`config.mk`:
```
export PLATFORM = sky130hd
export DESIGN_NAME = uaf_top
export DESIGN_NICKNAME = d
export VERILOG_FILES = /design/src/hdl/uaf_pkg.sv /design/src/hdl/uaf_top.sv
export VERILOG_INCLUDE_DIRS = /design/src /design/src/hdl
export SDC_FILE = /design/constraint.sdc
export NUM_CORES = 1
export LEC_CHECK = 0
export BUFFER_PORTS_ARGS = -buffer_cell sky130_fd_sc_hd__buf_4
export CAP_MARGIN = 20
export CORE_MARGIN = 5
export CORE_UTILIZATION = 33
export CTS_CLUSTER_DIAMETER = 100
export DETAILED_ROUTE_END_ITERATION = 16
export GPL_TIMING_DRIVEN = 1
export PLACE_DENSITY = 0.49
export SLEW_MARGIN = 20
export SYNTH_ARGS = -nofsm -noshare
export SYNTH_HDL_FRONTEND = slang
export SYNTH_SLANG_ARGS = --single-unit
```
`constraint.sdc`:
```
create_clock -name mclk_i -period 3.7 [get_ports mclk_i]
set_input_delay 0.74 -clock mclk_i [delete_from_list [all_inputs] [get_ports mclk_i]]
set_output_delay 0.74 -clock mclk_i [all_outputs]
set_load 0.005 [all_outputs]
```
`src/hdl/uaf_map.svh`:
```
// Purpose: Offsets, field positions, reset values and timing counts
// Assumes: Byte-wide register port, 125 MHz main clock
// Notes: Definitions only
`ifndef UAF_MAP_SVH
`define UAF_MAP_SVH

`define UAF_ADDR_W 3
`define UAF_OFS_DATA 3'h0
`define UAF_OFS_FCR 3'h1
`define UAF_OFS_MCR 3'h2
`define UAF_OFS_STATUS 3'h3
`define UAF_OFS_RXLEVEL 3'h4
`define UAF_OFS_TXLEVEL 3'h5

`define UAF_FCR_FIFO_EN 0
`define UAF_FCR_DMA_SEL 3
`define UAF_FCR_MODE64 5
`define UAF_FCR_TRIG_LO 6
`define UAF_MCR_RTS 1
`define UAF_MCR_LOOP 4
`define UAF_MCR_AUTO 5

`define UAF_ST_RX_AVAIL 0
`define UAF_ST_TX_FULL 1
`define UAF_ST_CTS_ON 2
`define UAF_ST_CTS_DELTA 3
`define UAF_ST_RTS_ON 4
`define UAF_ST_TX_BUSY 5

`define UAF_FCR_RESET 8'h00
`define UAF_MCR_RESET 8'h00

`define UAF_TRIG16_0 7'h01
`define UAF_TRIG16_1 7'h04
`define UAF_TRIG16_2 7'h08
`define UAF_TRIG16_3 7'h0E
`define UAF_TRIG64_0 7'h01
`define UAF_TRIG64_1 7'h10
`define UAF_TRIG64_2 7'h20
`define UAF_TRIG64_3 7'h38
`define UAF_CAP_CHAR 7'h01
`define UAF_CAP_16 7'h10
`define UAF_CAP_64 7'h40
`define UAF_RX_DEPTH 64

`define UAF_CLK_HZ 125000000
`define UAF_BAUD 115200
`define UAF_BIT_CYCLES (`UAF_CLK_HZ / `UAF_BAUD)
`define UAF_TX_DEPTH 8

`endif

```
`src/hdl/uaf_pkg.sv`:
```
// Purpose: Types for the autoflow serial block
// Assumes: Constants come from uaf_map.svh
// Notes: Types only
package uaf_pkg;

   typedef enum logic [3:0] {
      TX_IDLE = 4'h1,
      TX_START = 4'h2,
      TX_DATA = 4'h4,
      TX_STOP = 4'h8
   } uaf_tx_state_type;

   typedef struct packed {
      logic fcr_fifo_en;
      logic fcr_dma_sel;
      logic fcr_mode64;
      logic [1:0] fcr_trig;
      logic mcr_rts;
      logic mcr_loop;
      logic mcr_auto;
      logic cts_meta;
      logic cts_sync;
      logic cts_prev;
      logic cts_delta;
      logic rts_hold;
      logic rts_n;
      logic tx_out;
      logic dma_ready_n;
      uaf_tx_state_type tx_state;
      logic [7:0] tx_shift;
      logic [2:0] tx_bitcnt;
      logic [15:0] tx_tick;
      logic [7:0] rdata;
   } uaf_state_type;

endpackage : uaf_pkg

```
`src/hdl/uaf_top.sv`:
```
// Purpose: Autoflow control, transmit DMA ready and serial output
// Assumes: Receive bytes arrive already framed on the main clock
// Notes: Holds the FIFO module and the top module
//
// What this block does
// [RULE1] Serial output idles high from reset
// [RULE2] FIFO bit picks DMA type; char mode 0
// [RULE3] Mode 0 single transfers; mode 1 until full
// [RULE4] Write taken when selected and either strobe active
// [RULE5] Auto RTS active from empty until trigger reached
// [RULE6] Auto RTS drops at programmed trigger level
// [RULE7] Receiver keeps room for one extra byte
// [RULE8] Auto RTS returns once reads empty receive FIFO
// [RULE9] Auto CTS checked before each byte starts
// [RULE10] Remote releases CTS before last stop midpoint
// [RULE11] Byte in flight completes, next held off
// [RULE12] CTS low again resumes pending transmit data
// [RULE13] CTS changes raise no event under flow control
// [RULE14] Modem control bit 5 enables both autoflow modes
// [RULE15] Without auto CTS transmitter ignores CTS
// [RULE16] RTS from bit 1; off on reset, loop
// [RULE17] Autoflow works only with FIFOs enabled
`timescale 1ns/1ps
`include "uaf_map.svh"
`default_nettype none

module uaf_fifo #(
   parameter int WIDTH = 8,
   parameter int DEPTH = 8
) (
   input wire logic mclk_i,
   input wire logic arst_n_i,
   input wire logic flush_i,
   input wire logic in_valid_i,
   output logic in_ready_o,
   input wire logic [WIDTH-1:0] in_data_i,
   output logic out_valid_o,
   input wire logic out_ready_i,
   output logic [WIDTH-1:0] out_data_o,
   output logic [$clog2(DEPTH):0] level_o
);
   localparam int AW = $clog2(DEPTH);

   typedef struct packed {
      logic [DEPTH-1:0][WIDTH-1:0] mem;
      logic [AW-1:0] wr_ptr;
      logic [AW-1:0] rd_ptr;
      logic [AW:0] count;
   } uaf_fifo_state_type;

   uaf_fifo_state_type f_reg;
   uaf_fifo_state_type f_next;
   logic do_push;
   logic do_pop;

   initial begin
      if (DEPTH < 2 || (1 << AW) != DEPTH || WIDTH < 1) begin
         $error("uaf_fifo: DEPTH must be a power of two, at least 2");
      end
   end

   assign in_ready_o = (f_reg.count != (AW + 1)'(DEPTH));
   assign out_valid_o = (f_reg.count != '0);
   assign out_data_o = f_reg.mem[f_reg.rd_ptr];
   assign level_o = f_reg.count;
   assign do_push = in_valid_i && in_ready_o;
   assign do_pop = out_valid_o && out_ready_i;

   always_comb begin
      f_next = f_reg;
      if (flush_i) begin
         f_next.wr_ptr = '0;
         f_next.rd_ptr = '0;
         f_next.count = '0;
      end else begin
         if (do_push) begin
            f_next.mem[f_reg.wr_ptr] = in_data_i;
            f_next.wr_ptr = f_reg.wr_ptr + 1'b1;
         end
         if (do_pop) begin
            f_next.rd_ptr = f_reg.rd_ptr + 1'b1;
         end
         if (do_push && !do_pop) begin
            f_next.count = f_reg.count + 1'b1;
         end else if (do_pop && !do_push) begin
            f_next.count = f_reg.count - 1'b1;
         end
      end
   end

   always_ff @(posedge mclk_i or negedge arst_n_i) begin
      if (!arst_n_i) begin
         f_reg <= '0;
      end else begin
         f_reg <= f_next;
      end
   end
endmodule : uaf_fifo

module uaf_top #(
   parameter int TX_DEPTH = `UAF_TX_DEPTH,
   parameter int BIT_CYCLES = `UAF_BIT_CYCLES
) (
   input wire logic mclk_i,
   input wire logic arst_n_i,
   input wire logic [`UAF_ADDR_W-1:0] bus_addr_i,
   input wire logic [7:0] bus_wdata_i,
   input wire logic bus_sel_i,
   input wire logic write_strobe_n_i,
   input wire logic write_strobe_p_i,
   input wire logic bus_rd_i,
   output logic [7:0] bus_rdata_o,
   input wire logic rx_valid_i,
   input wire logic [7:0] rx_data_i,
   output logic rx_ready_o,
   input wire logic cts_n_i,
   output logic rts_n_o,
   output logic serial_tx_out_o,
   output logic tx_dma_ready_n_o,
   output logic modem_event_o
);
   localparam int TLW = $clog2(TX_DEPTH) + 1;
   localparam int RLW = $clog2(`UAF_RX_DEPTH) + 1;
   localparam logic [15:0] BIT_LAST = 16'(BIT_CYCLES - 1);

   uaf_pkg::uaf_state_type s_reg;
   uaf_pkg::uaf_state_type s_next;
   logic wr_en;
   logic flow_on;
   logic flush;
   logic tx_push;
   logic tx_in_ready;
   logic tx_out_valid;
   logic tx_pop;
   logic [7:0] tx_out_data;
   logic [TLW-1:0] tx_level;
   logic rx_in_ready;
   logic rx_out_valid;
   logic rx_pop;
   logic [7:0] rx_out_data;
   logic [RLW-1:0] rx_level;
   logic [6:0] rx_cap;
   logic [6:0] tx_cap;
   logic [6:0] trig;
   logic tx_line;
   logic tick_end;

   initial begin
      if (TX_DEPTH < 2 || TX_DEPTH > 64 || BIT_CYCLES < 2
         || BIT_CYCLES > 65535) begin
         $error("uaf_top: TX_DEPTH or BIT_CYCLES out of range");
      end
   end

   function automatic logic wr_hit(input logic en,
      input logic [`UAF_ADDR_W-1:0] addr,
      input logic [`UAF_ADDR_W-1:0] target);
      return en && (addr == target);
   endfunction : wr_hit

   function automatic logic [6:0] uaf_capacity(input logic fifo_en,
      input logic m64);
      if (!fifo_en) begin
         return `UAF_CAP_CHAR;
      end else if (m64) begin
         return `UAF_CAP_64;
      end
      return `UAF_CAP_16;
   endfunction : uaf_capacity

   function automatic logic [6:0] uaf_trigger(input logic [1:0] sel,
      input logic m64);
      logic [6:0] t;
      t = '0;
      case (sel)
         2'h0: t = m64 ? `UAF_TRIG64_0 : `UAF_TRIG16_0;
         2'h1: t = m64 ? `UAF_TRIG64_1 : `UAF_TRIG16_1;
         2'h2: t = m64 ? `UAF_TRIG64_2 : `UAF_TRIG16_2;
         2'h3: t = m64 ? `UAF_TRIG64_3 : `UAF_TRIG16_3;
         default: t = `UAF_TRIG16_0;
      endcase
      return t;
   endfunction : uaf_trigger

   uaf_fifo #(.WIDTH(8), .DEPTH(TX_DEPTH)) u_tx_fifo (
      .mclk_i(mclk_i),
      .arst_n_i(arst_n_i),
      .flush_i(flush),
      .in_valid_i(tx_push),
      .in_ready_o(tx_in_ready),
      .in_data_i(bus_wdata_i),
      .out_valid_o(tx_out_valid),
      .out_ready_i(tx_pop),
      .out_data_o(tx_out_data),
      .level_o(tx_level)
   );

   uaf_fifo #(.WIDTH(8), .DEPTH(`UAF_RX_DEPTH)) u_rx_fifo (
      .mclk_i(mclk_i),
      .arst_n_i(arst_n_i),
      .flush_i(flush),
      .in_valid_i(rx_valid_i && rx_ready_o),
      .in_ready_o(rx_in_ready),
      .in_data_i(rx_data_i),
      .out_valid_o(rx_out_valid),
      .out_ready_i(rx_pop),
      .out_data_o(rx_out_data),
      .level_o(rx_level)
   );

   assign rx_cap = uaf_capacity(s_reg.fcr_fifo_en, s_reg.fcr_mode64);
   // Transmit room is also bounded by the physical FIFO depth
   assign tx_cap = (rx_cap < 7'(TX_DEPTH)) ? rx_cap : 7'(TX_DEPTH);
   assign trig = uaf_trigger(s_reg.fcr_trig, s_reg.fcr_mode64);
   // Room past the trigger absorbs a byte already under way
   assign rx_ready_o = rx_in_ready && (7'(rx_level) < rx_cap); // RULE7
   assign flow_on = s_reg.fcr_fifo_en && s_reg.mcr_auto; // RULE14 RULE17
   assign tick_end = (s_reg.tx_tick == BIT_LAST);

   assign bus_rdata_o = s_reg.rdata;
   assign rts_n_o = s_reg.rts_n;
   assign serial_tx_out_o = s_reg.tx_out;
   assign tx_dma_ready_n_o = s_reg.dma_ready_n;
   assign modem_event_o = s_reg.cts_delta;

   always_comb begin
      s_next = s_reg;
      tx_pop = 1'b0;
      rx_pop = 1'b0;
      flush = 1'b0;
      tx_line = 1'b1;
      wr_en = bus_sel_i && (!write_strobe_n_i || write_strobe_p_i); // RULE4
      tx_push = wr_hit(wr_en, bus_addr_i, `UAF_OFS_DATA)
         && (7'(tx_level) < tx_cap);
      s_next.rdata = 8'h00;

      // Control writes
      if (wr_hit(wr_en, bus_addr_i, `UAF_OFS_FCR)) begin
         s_next.fcr_fifo_en = bus_wdata_i[`UAF_FCR_FIFO_EN];
         s_next.fcr_dma_sel = bus_wdata_i[`UAF_FCR_DMA_SEL];
         s_next.fcr_mode64 = bus_wdata_i[`UAF_FCR_MODE64];
         s_next.fcr_trig = bus_wdata_i[`UAF_FCR_TRIG_LO+:2];
         flush = (bus_wdata_i[`UAF_FCR_FIFO_EN] != s_reg.fcr_fifo_en)
            || (bus_wdata_i[`UAF_FCR_MODE64] != s_reg.fcr_mode64);
      end
      if (wr_hit(wr_en, bus_addr_i, `UAF_OFS_MCR)) begin
         s_next.mcr_rts = bus_wdata_i[`UAF_MCR_RTS];
         s_next.mcr_loop = bus_wdata_i[`UAF_MCR_LOOP];
         s_next.mcr_auto = bus_wdata_i[`UAF_MCR_AUTO]; // RULE14
      end

      // Register reads, data valid in the next cycle only
      if (bus_rd_i) begin
         case (bus_addr_i)
            `UAF_OFS_DATA: begin
               s_next.rdata = rx_out_valid ? rx_out_data : 8'h00;
               rx_pop = rx_out_valid;
            end
            `UAF_OFS_FCR: begin
               s_next.rdata[`UAF_FCR_FIFO_EN] = s_reg.fcr_fifo_en;
               s_next.rdata[`UAF_FCR_DMA_SEL] = s_reg.fcr_dma_sel;
               s_next.rdata[`UAF_FCR_MODE64] = s_reg.fcr_mode64;
               s_next.rdata[`UAF_FCR_TRIG_LO+:2] = s_reg.fcr_trig;
            end
            `UAF_OFS_MCR: begin
               s_next.rdata[`UAF_MCR_RTS] = s_reg.mcr_rts;
               s_next.rdata[`UAF_MCR_LOOP] = s_reg.mcr_loop;
               s_next.rdata[`UAF_MCR_AUTO] = s_reg.mcr_auto;
            end
            `UAF_OFS_STATUS: begin
               s_next.rdata[`UAF_ST_RX_AVAIL] = rx_out_valid;
               s_next.rdata[`UAF_ST_TX_FULL] = !(7'(tx_level) < tx_cap);
               s_next.rdata[`UAF_ST_CTS_ON] = !s_reg.cts_sync;
               s_next.rdata[`UAF_ST_CTS_DELTA] = s_reg.cts_delta;
               s_next.rdata[`UAF_ST_RTS_ON] = !s_reg.rts_n;
               s_next.rdata[`UAF_ST_TX_BUSY] =
                  (s_reg.tx_state != uaf_pkg::TX_IDLE);
               s_next.cts_delta = 1'b0;
            end
            `UAF_OFS_RXLEVEL: s_next.rdata = 8'(rx_level);
            `UAF_OFS_TXLEVEL: s_next.rdata = 8'(tx_level);
            default: s_next.rdata = 8'h00;
         endcase
      end

      // Clear-to-send synchroniser and change flag, set beats clear
      s_next.cts_meta = cts_n_i;
      s_next.cts_sync = s_reg.cts_meta;
      s_next.cts_prev = s_reg.cts_sync;
      if ((s_reg.cts_sync != s_reg.cts_prev) && !flow_on) begin
         s_next.cts_delta = 1'b1; // RULE13
      end

      // Receive threshold hold with empty-only release
      if (!flow_on) begin
         s_next.rts_hold = 1'b0;
      end else if (7'(rx_level) >= trig) begin
         s_next.rts_hold = 1'b1; // RULE6
      end else if (rx_level == '0) begin
         s_next.rts_hold = 1'b0; // RULE8
      end
      s_next.rts_n = !(s_reg.mcr_rts && !s_reg.mcr_loop
         && !(flow_on && s_next.rts_hold)); // RULE5 RULE16

      // Transmit shifter
      case (s_reg.tx_state)
         uaf_pkg::TX_IDLE: begin
            tx_line = 1'b1;
            if (tx_out_valid && (!flow_on || !s_reg.cts_sync)) begin
               tx_pop = 1'b1; // RULE9 RULE12 RULE15
               s_next.tx_shift = tx_out_data;
               s_next.tx_tick = 16'h0000;
               s_next.tx_state = uaf_pkg::TX_START;
            end
         end
         uaf_pkg::TX_START: begin
            tx_line = 1'b0;
            s_next.tx_tick = tick_end ? 16'h0000 : s_reg.tx_tick + 16'h0001;
            if (tick_end) begin
               s_next.tx_bitcnt = 3'h0;
               s_next.tx_state = uaf_pkg::TX_DATA;
            end
         end
         uaf_pkg::TX_DATA: begin
            // CTS is not looked at here, so a byte is never cut short
            tx_line = s_reg.tx_shift[0]; // RULE11
            s_next.tx_tick = tick_end ? 16'h0000 : s_reg.tx_tick + 16'h0001;
            if (tick_end) begin
               s_next.tx_shift = {1'b0, s_reg.tx_shift[7:1]};
               s_next.tx_bitcnt = s_reg.tx_bitcnt + 3'h1;
               if (s_reg.tx_bitcnt == 3'h7) begin
                  s_next.tx_state = uaf_pkg::TX_STOP;
               end
            end
         end
         uaf_pkg::TX_STOP: begin
            tx_line = 1'b1;
            s_next.tx_tick = tick_end ? 16'h0000 : s_reg.tx_tick + 16'h0001;
            if (tick_end) begin
               s_next.tx_state = uaf_pkg::TX_IDLE;
            end
         end
         default: begin
            tx_line = 1'b1;
            s_next.tx_state = uaf_pkg::TX_IDLE;
         end
      endcase
      s_next.tx_out = s_reg.mcr_loop ? 1'b1 : tx_line; // RULE1

      // Transmit DMA ready: mode 1 only with FIFOs on
      if (s_reg.fcr_fifo_en && s_reg.fcr_dma_sel) begin
         s_next.dma_ready_n = !(7'(tx_level) < tx_cap); // RULE2 RULE3
      end else begin
         s_next.dma_ready_n = (tx_level != '0); // RULE2 RULE3
      end
   end

   always_ff @(posedge mclk_i or negedge arst_n_i) begin
      if (!arst_n_i) begin
         s_reg <= '0;
         s_reg.fcr_fifo_en <= 1'(`UAF_FCR_RESET >> `UAF_FCR_FIFO_EN);
         s_reg.mcr_rts <= 1'b0;
         s_reg.cts_meta <= 1'b1;
         s_reg.cts_sync <= 1'b1;
         s_reg.cts_prev <= 1'b1;
         s_reg.rts_n <= 1'b1; // RULE16
         s_reg.tx_out <= 1'b1; // RULE1
         s_reg.dma_ready_n <= 1'b0;
         s_reg.tx_state <= uaf_pkg::TX_IDLE;
      end else begin
         s_reg <= s_next;
      end
   end
endmodule : uaf_top

`default_nettype wire

```
==> results by group <==
Pwr
  – Peak VDD IR: 313 uV
  – Power per standard cell area: 634 nW/um2
  – Leak Pwr: 16.8 nW

Global routing
  – First-pass GRT wire length: 134000 um
  – Vias in the first global route: 20600
  – Overall routing resource usage: 17.0%
  – Largest net degree at the start of global routing: 151
  – Aggregate global routing overflow: 0
  – Initial antenna violation count: 4

Logic synthesis
  – Post-synth top area share: 51.8%
  – Top-count cell post-synth: dfrtp_1
  – Cell Area, Synth: 31600 um2
  – Synth cell count leaders: dfrtp_1, mux2_2, mux4_2
  – Syn avg cell area: 13.9 um2
  – Top area cells in the synthesized netlist: dfrtp_1, mux2_2, mux4_2
  – Synth Register Bits: 660
  – EDFF count, synth: 0
  – Syn Nets: 2323
  – Seq/Total Area, Yosys: 52.3%
  – Asr flop ratio synth: 100%
  – Distinct cells, synth: 76
  – Most used DFF post-synth: dfrtp_1
  – Syn. warnings: 0
  – Yosys top cell by area: dfrtp_1
  – Post-Synthesis Cells: 2270

STA
  – Final worst path period share: 89.8%
  – Clock skew: 52.1 ps
  – Hold slack: 199 ps
  – Final hold vios: 0
  – RSZ-0062 raised after global routing: no
  – Fin. max-slew vios: 0
  – Measured slew at the worst slew-check pin: 898 ps
  – Final setup fails: 0
  – Highest Clock Rate: 0.301 GHz
  – Max-slew headroom: 40.2%
  – Tmin final: 3320 ps
  – TNS Setup: 0 ps
  – Setup ws final: 378 ps

Cells and area
  – Finished Layout Cells: 3630
  – Fraction of layout cells with a size suffix above 1: 43.7%
  – Fillers: 8945
  – Max FFs per register: 524
  – Layout Nets: 2354
  – Area Overhead vs Synth: 14.7%

Min path
  – Hold Crit Start: cts_n_i
  – Hold Path Sink: s_next[45]
  – Worst hold path depth: 1
  – Hold/Removal Path Class: in -> reg

Routing
  – WL/cell: 23.9 um
  – DRT Pass-1 Iters: 5
  – Via count: 19400
  – Final WL: 86800 um
  – Drt drc: 0
  – 1st-iter DRT viols: 1125
  – Vias per cell: 5.33
  – Routed Antenna Nets: 0

Worst setup path
  – Worst EP arrival: 2580 ps
  – CP Class: reg -> out
  – Worst-path maximum fanout: 13
  – Crit end category: primary output
  – Flop2flop setup slack: 480 ps
  – FF-to-FF End: u_rx_fifo.f_reg[370]
  – Crit path from: s_reg[52]
  – Worst r2r src: s_reg[52]
  – CP startpoint kind: register
  – R2R depth: 9
  – CP required: 2960 ps

Clocking
  – Worst skew pair latency: 650 ps
  – Clock buffer depth: 3
  – CTS Buf Count: 78
  – Post-CTS Resized: 0
  – H-tree depth reported by CTS: 3
  – Clock Pin Slew Worst Setup and Hold Paths: 60 ps
  – Root buffer cell: clkbuf_16
  – Cts hold-fix bufs: 1
  – CTS tree: done
  – Num Clock Sinks: 660
  – Post-CTS Setup Inserts: 0

Placement
  – DP Worst Slack: 334 ps
  – IO Port Bufs: 39
  – Post-DP HPWL: 56600 um
  – GP Congestion: 0.820
  – Placed instance count: 3485

Run
  – Maxcap violations: 0

Floorplan
  – Core Rows: 113
  – Initial Utilization: 33.3%
  – Core area: 95000 um2
  – Die Y: 319 um
  – Total die area: 102000 um2
  – I/O pins: 40
  – Die Wd: 319 um

Status
  – Status: finished, final reports clean
[where the power goes]
group          switching [W]  total (W)  internal [W]
registers           0.000947    0.00916       0.00821
logic                0.00313    0.00591       0.00278
clock network        0.00314    0.00790       0.00476
total                0.00722     0.0230        0.0157
[worst max-delay path by stage]
stage / end / slack [ps] / cells after the start
floorplan: u_rx_fifo.level_o[6] / 360 / 13
global placement: u_rx_fifo.level_o[6] / 380 / 13
detailed placement: u_rx_fifo.level_o[6] / 330 / 13
CTS: rx_ready_o / 350 / 8
global route: rx_ready_o / 260 / 7
finish: rx_ready_o / 380 / 8
[cell families after synthesis]
group	count (synthesis)	share of synthesized area, %
and+or+nand+nor	339	6.67
buffers and inverters	197	2.73
xor gates and xnor gates	24	0.665
AOI/OAI and AO/OA	233	4.73
DFF	660	52.3
muxes	791	31.8
adders and majority gates	26	1.08
[final cells by class]
cell class              count  area, um2  share of cell area [%]
clock buffers             121       2400                    6.62
clock inverters            21        282                   0.777
well taps                1265       1580                    4.37
flip-flops and latches    660      16500                    45.6
inverters                  18       67.6                   0.186
multi-input cells        1413      14200                    39.3
repair buffers            130       1150                    3.17
diodes                      2       5.00                  0.0138
[per-stage QoR]
| step | power [W] | cell area [um2] | utilization [%] |
|---|---|---|---|
| 2_1_floorplan | 0.0131 | 31600 | - |
| 3_3_place_gp | 0.0151 | 33500 | 35.3 |
| 3_5_place_dp | 0.0152 | 33500 | 35.3 |
| 4_1_cts | 0.0233 | 36200 | 38.1 |
| 5_1_grt | 0.0241 | 36200 | 38.1 |
| 6_report | 0.0230 | 36200 | 38.1 |
[per-layer routing]
layer,part of all wire (%),wire [um],vias up,GRT usage [%]
met3,5.6,4890,117,3.91
li1,-,-,8500,-
met5,0.015,13,-,0
met1,46,40100,10300,24.0
met4,2.3,2010,2,4.75
met2,46,39700,409,26.4
[critical path, stage by stage, from the launching register on]
cell and delay [ps]:
dfrtp_1 460, inv_1 150, nand2_1 70, ha_1 270, a21boi_1 150, o31ai_4 220, buf_4 240, and2_1 220
buf_4 140
[layout by cell type (no fill, tap or decap), types with 18 or more instances in the layout]
master	instances
buf_4	115
dfrtp_1	651
mux4_2	113
clkbuf_8	22
nor2_2	23
ha_1	24
a21oi_1	40
o21ai_0	72
mux2_2	584
clkbuf_1	18
a22oi_1	22
mux2i_1	94
nand3_1	30
nand2_1	78
clkbuf_16	81
a211oi_1	24
nor2_1	57
No activity file was read; power rests on OpenSTA's default activity.
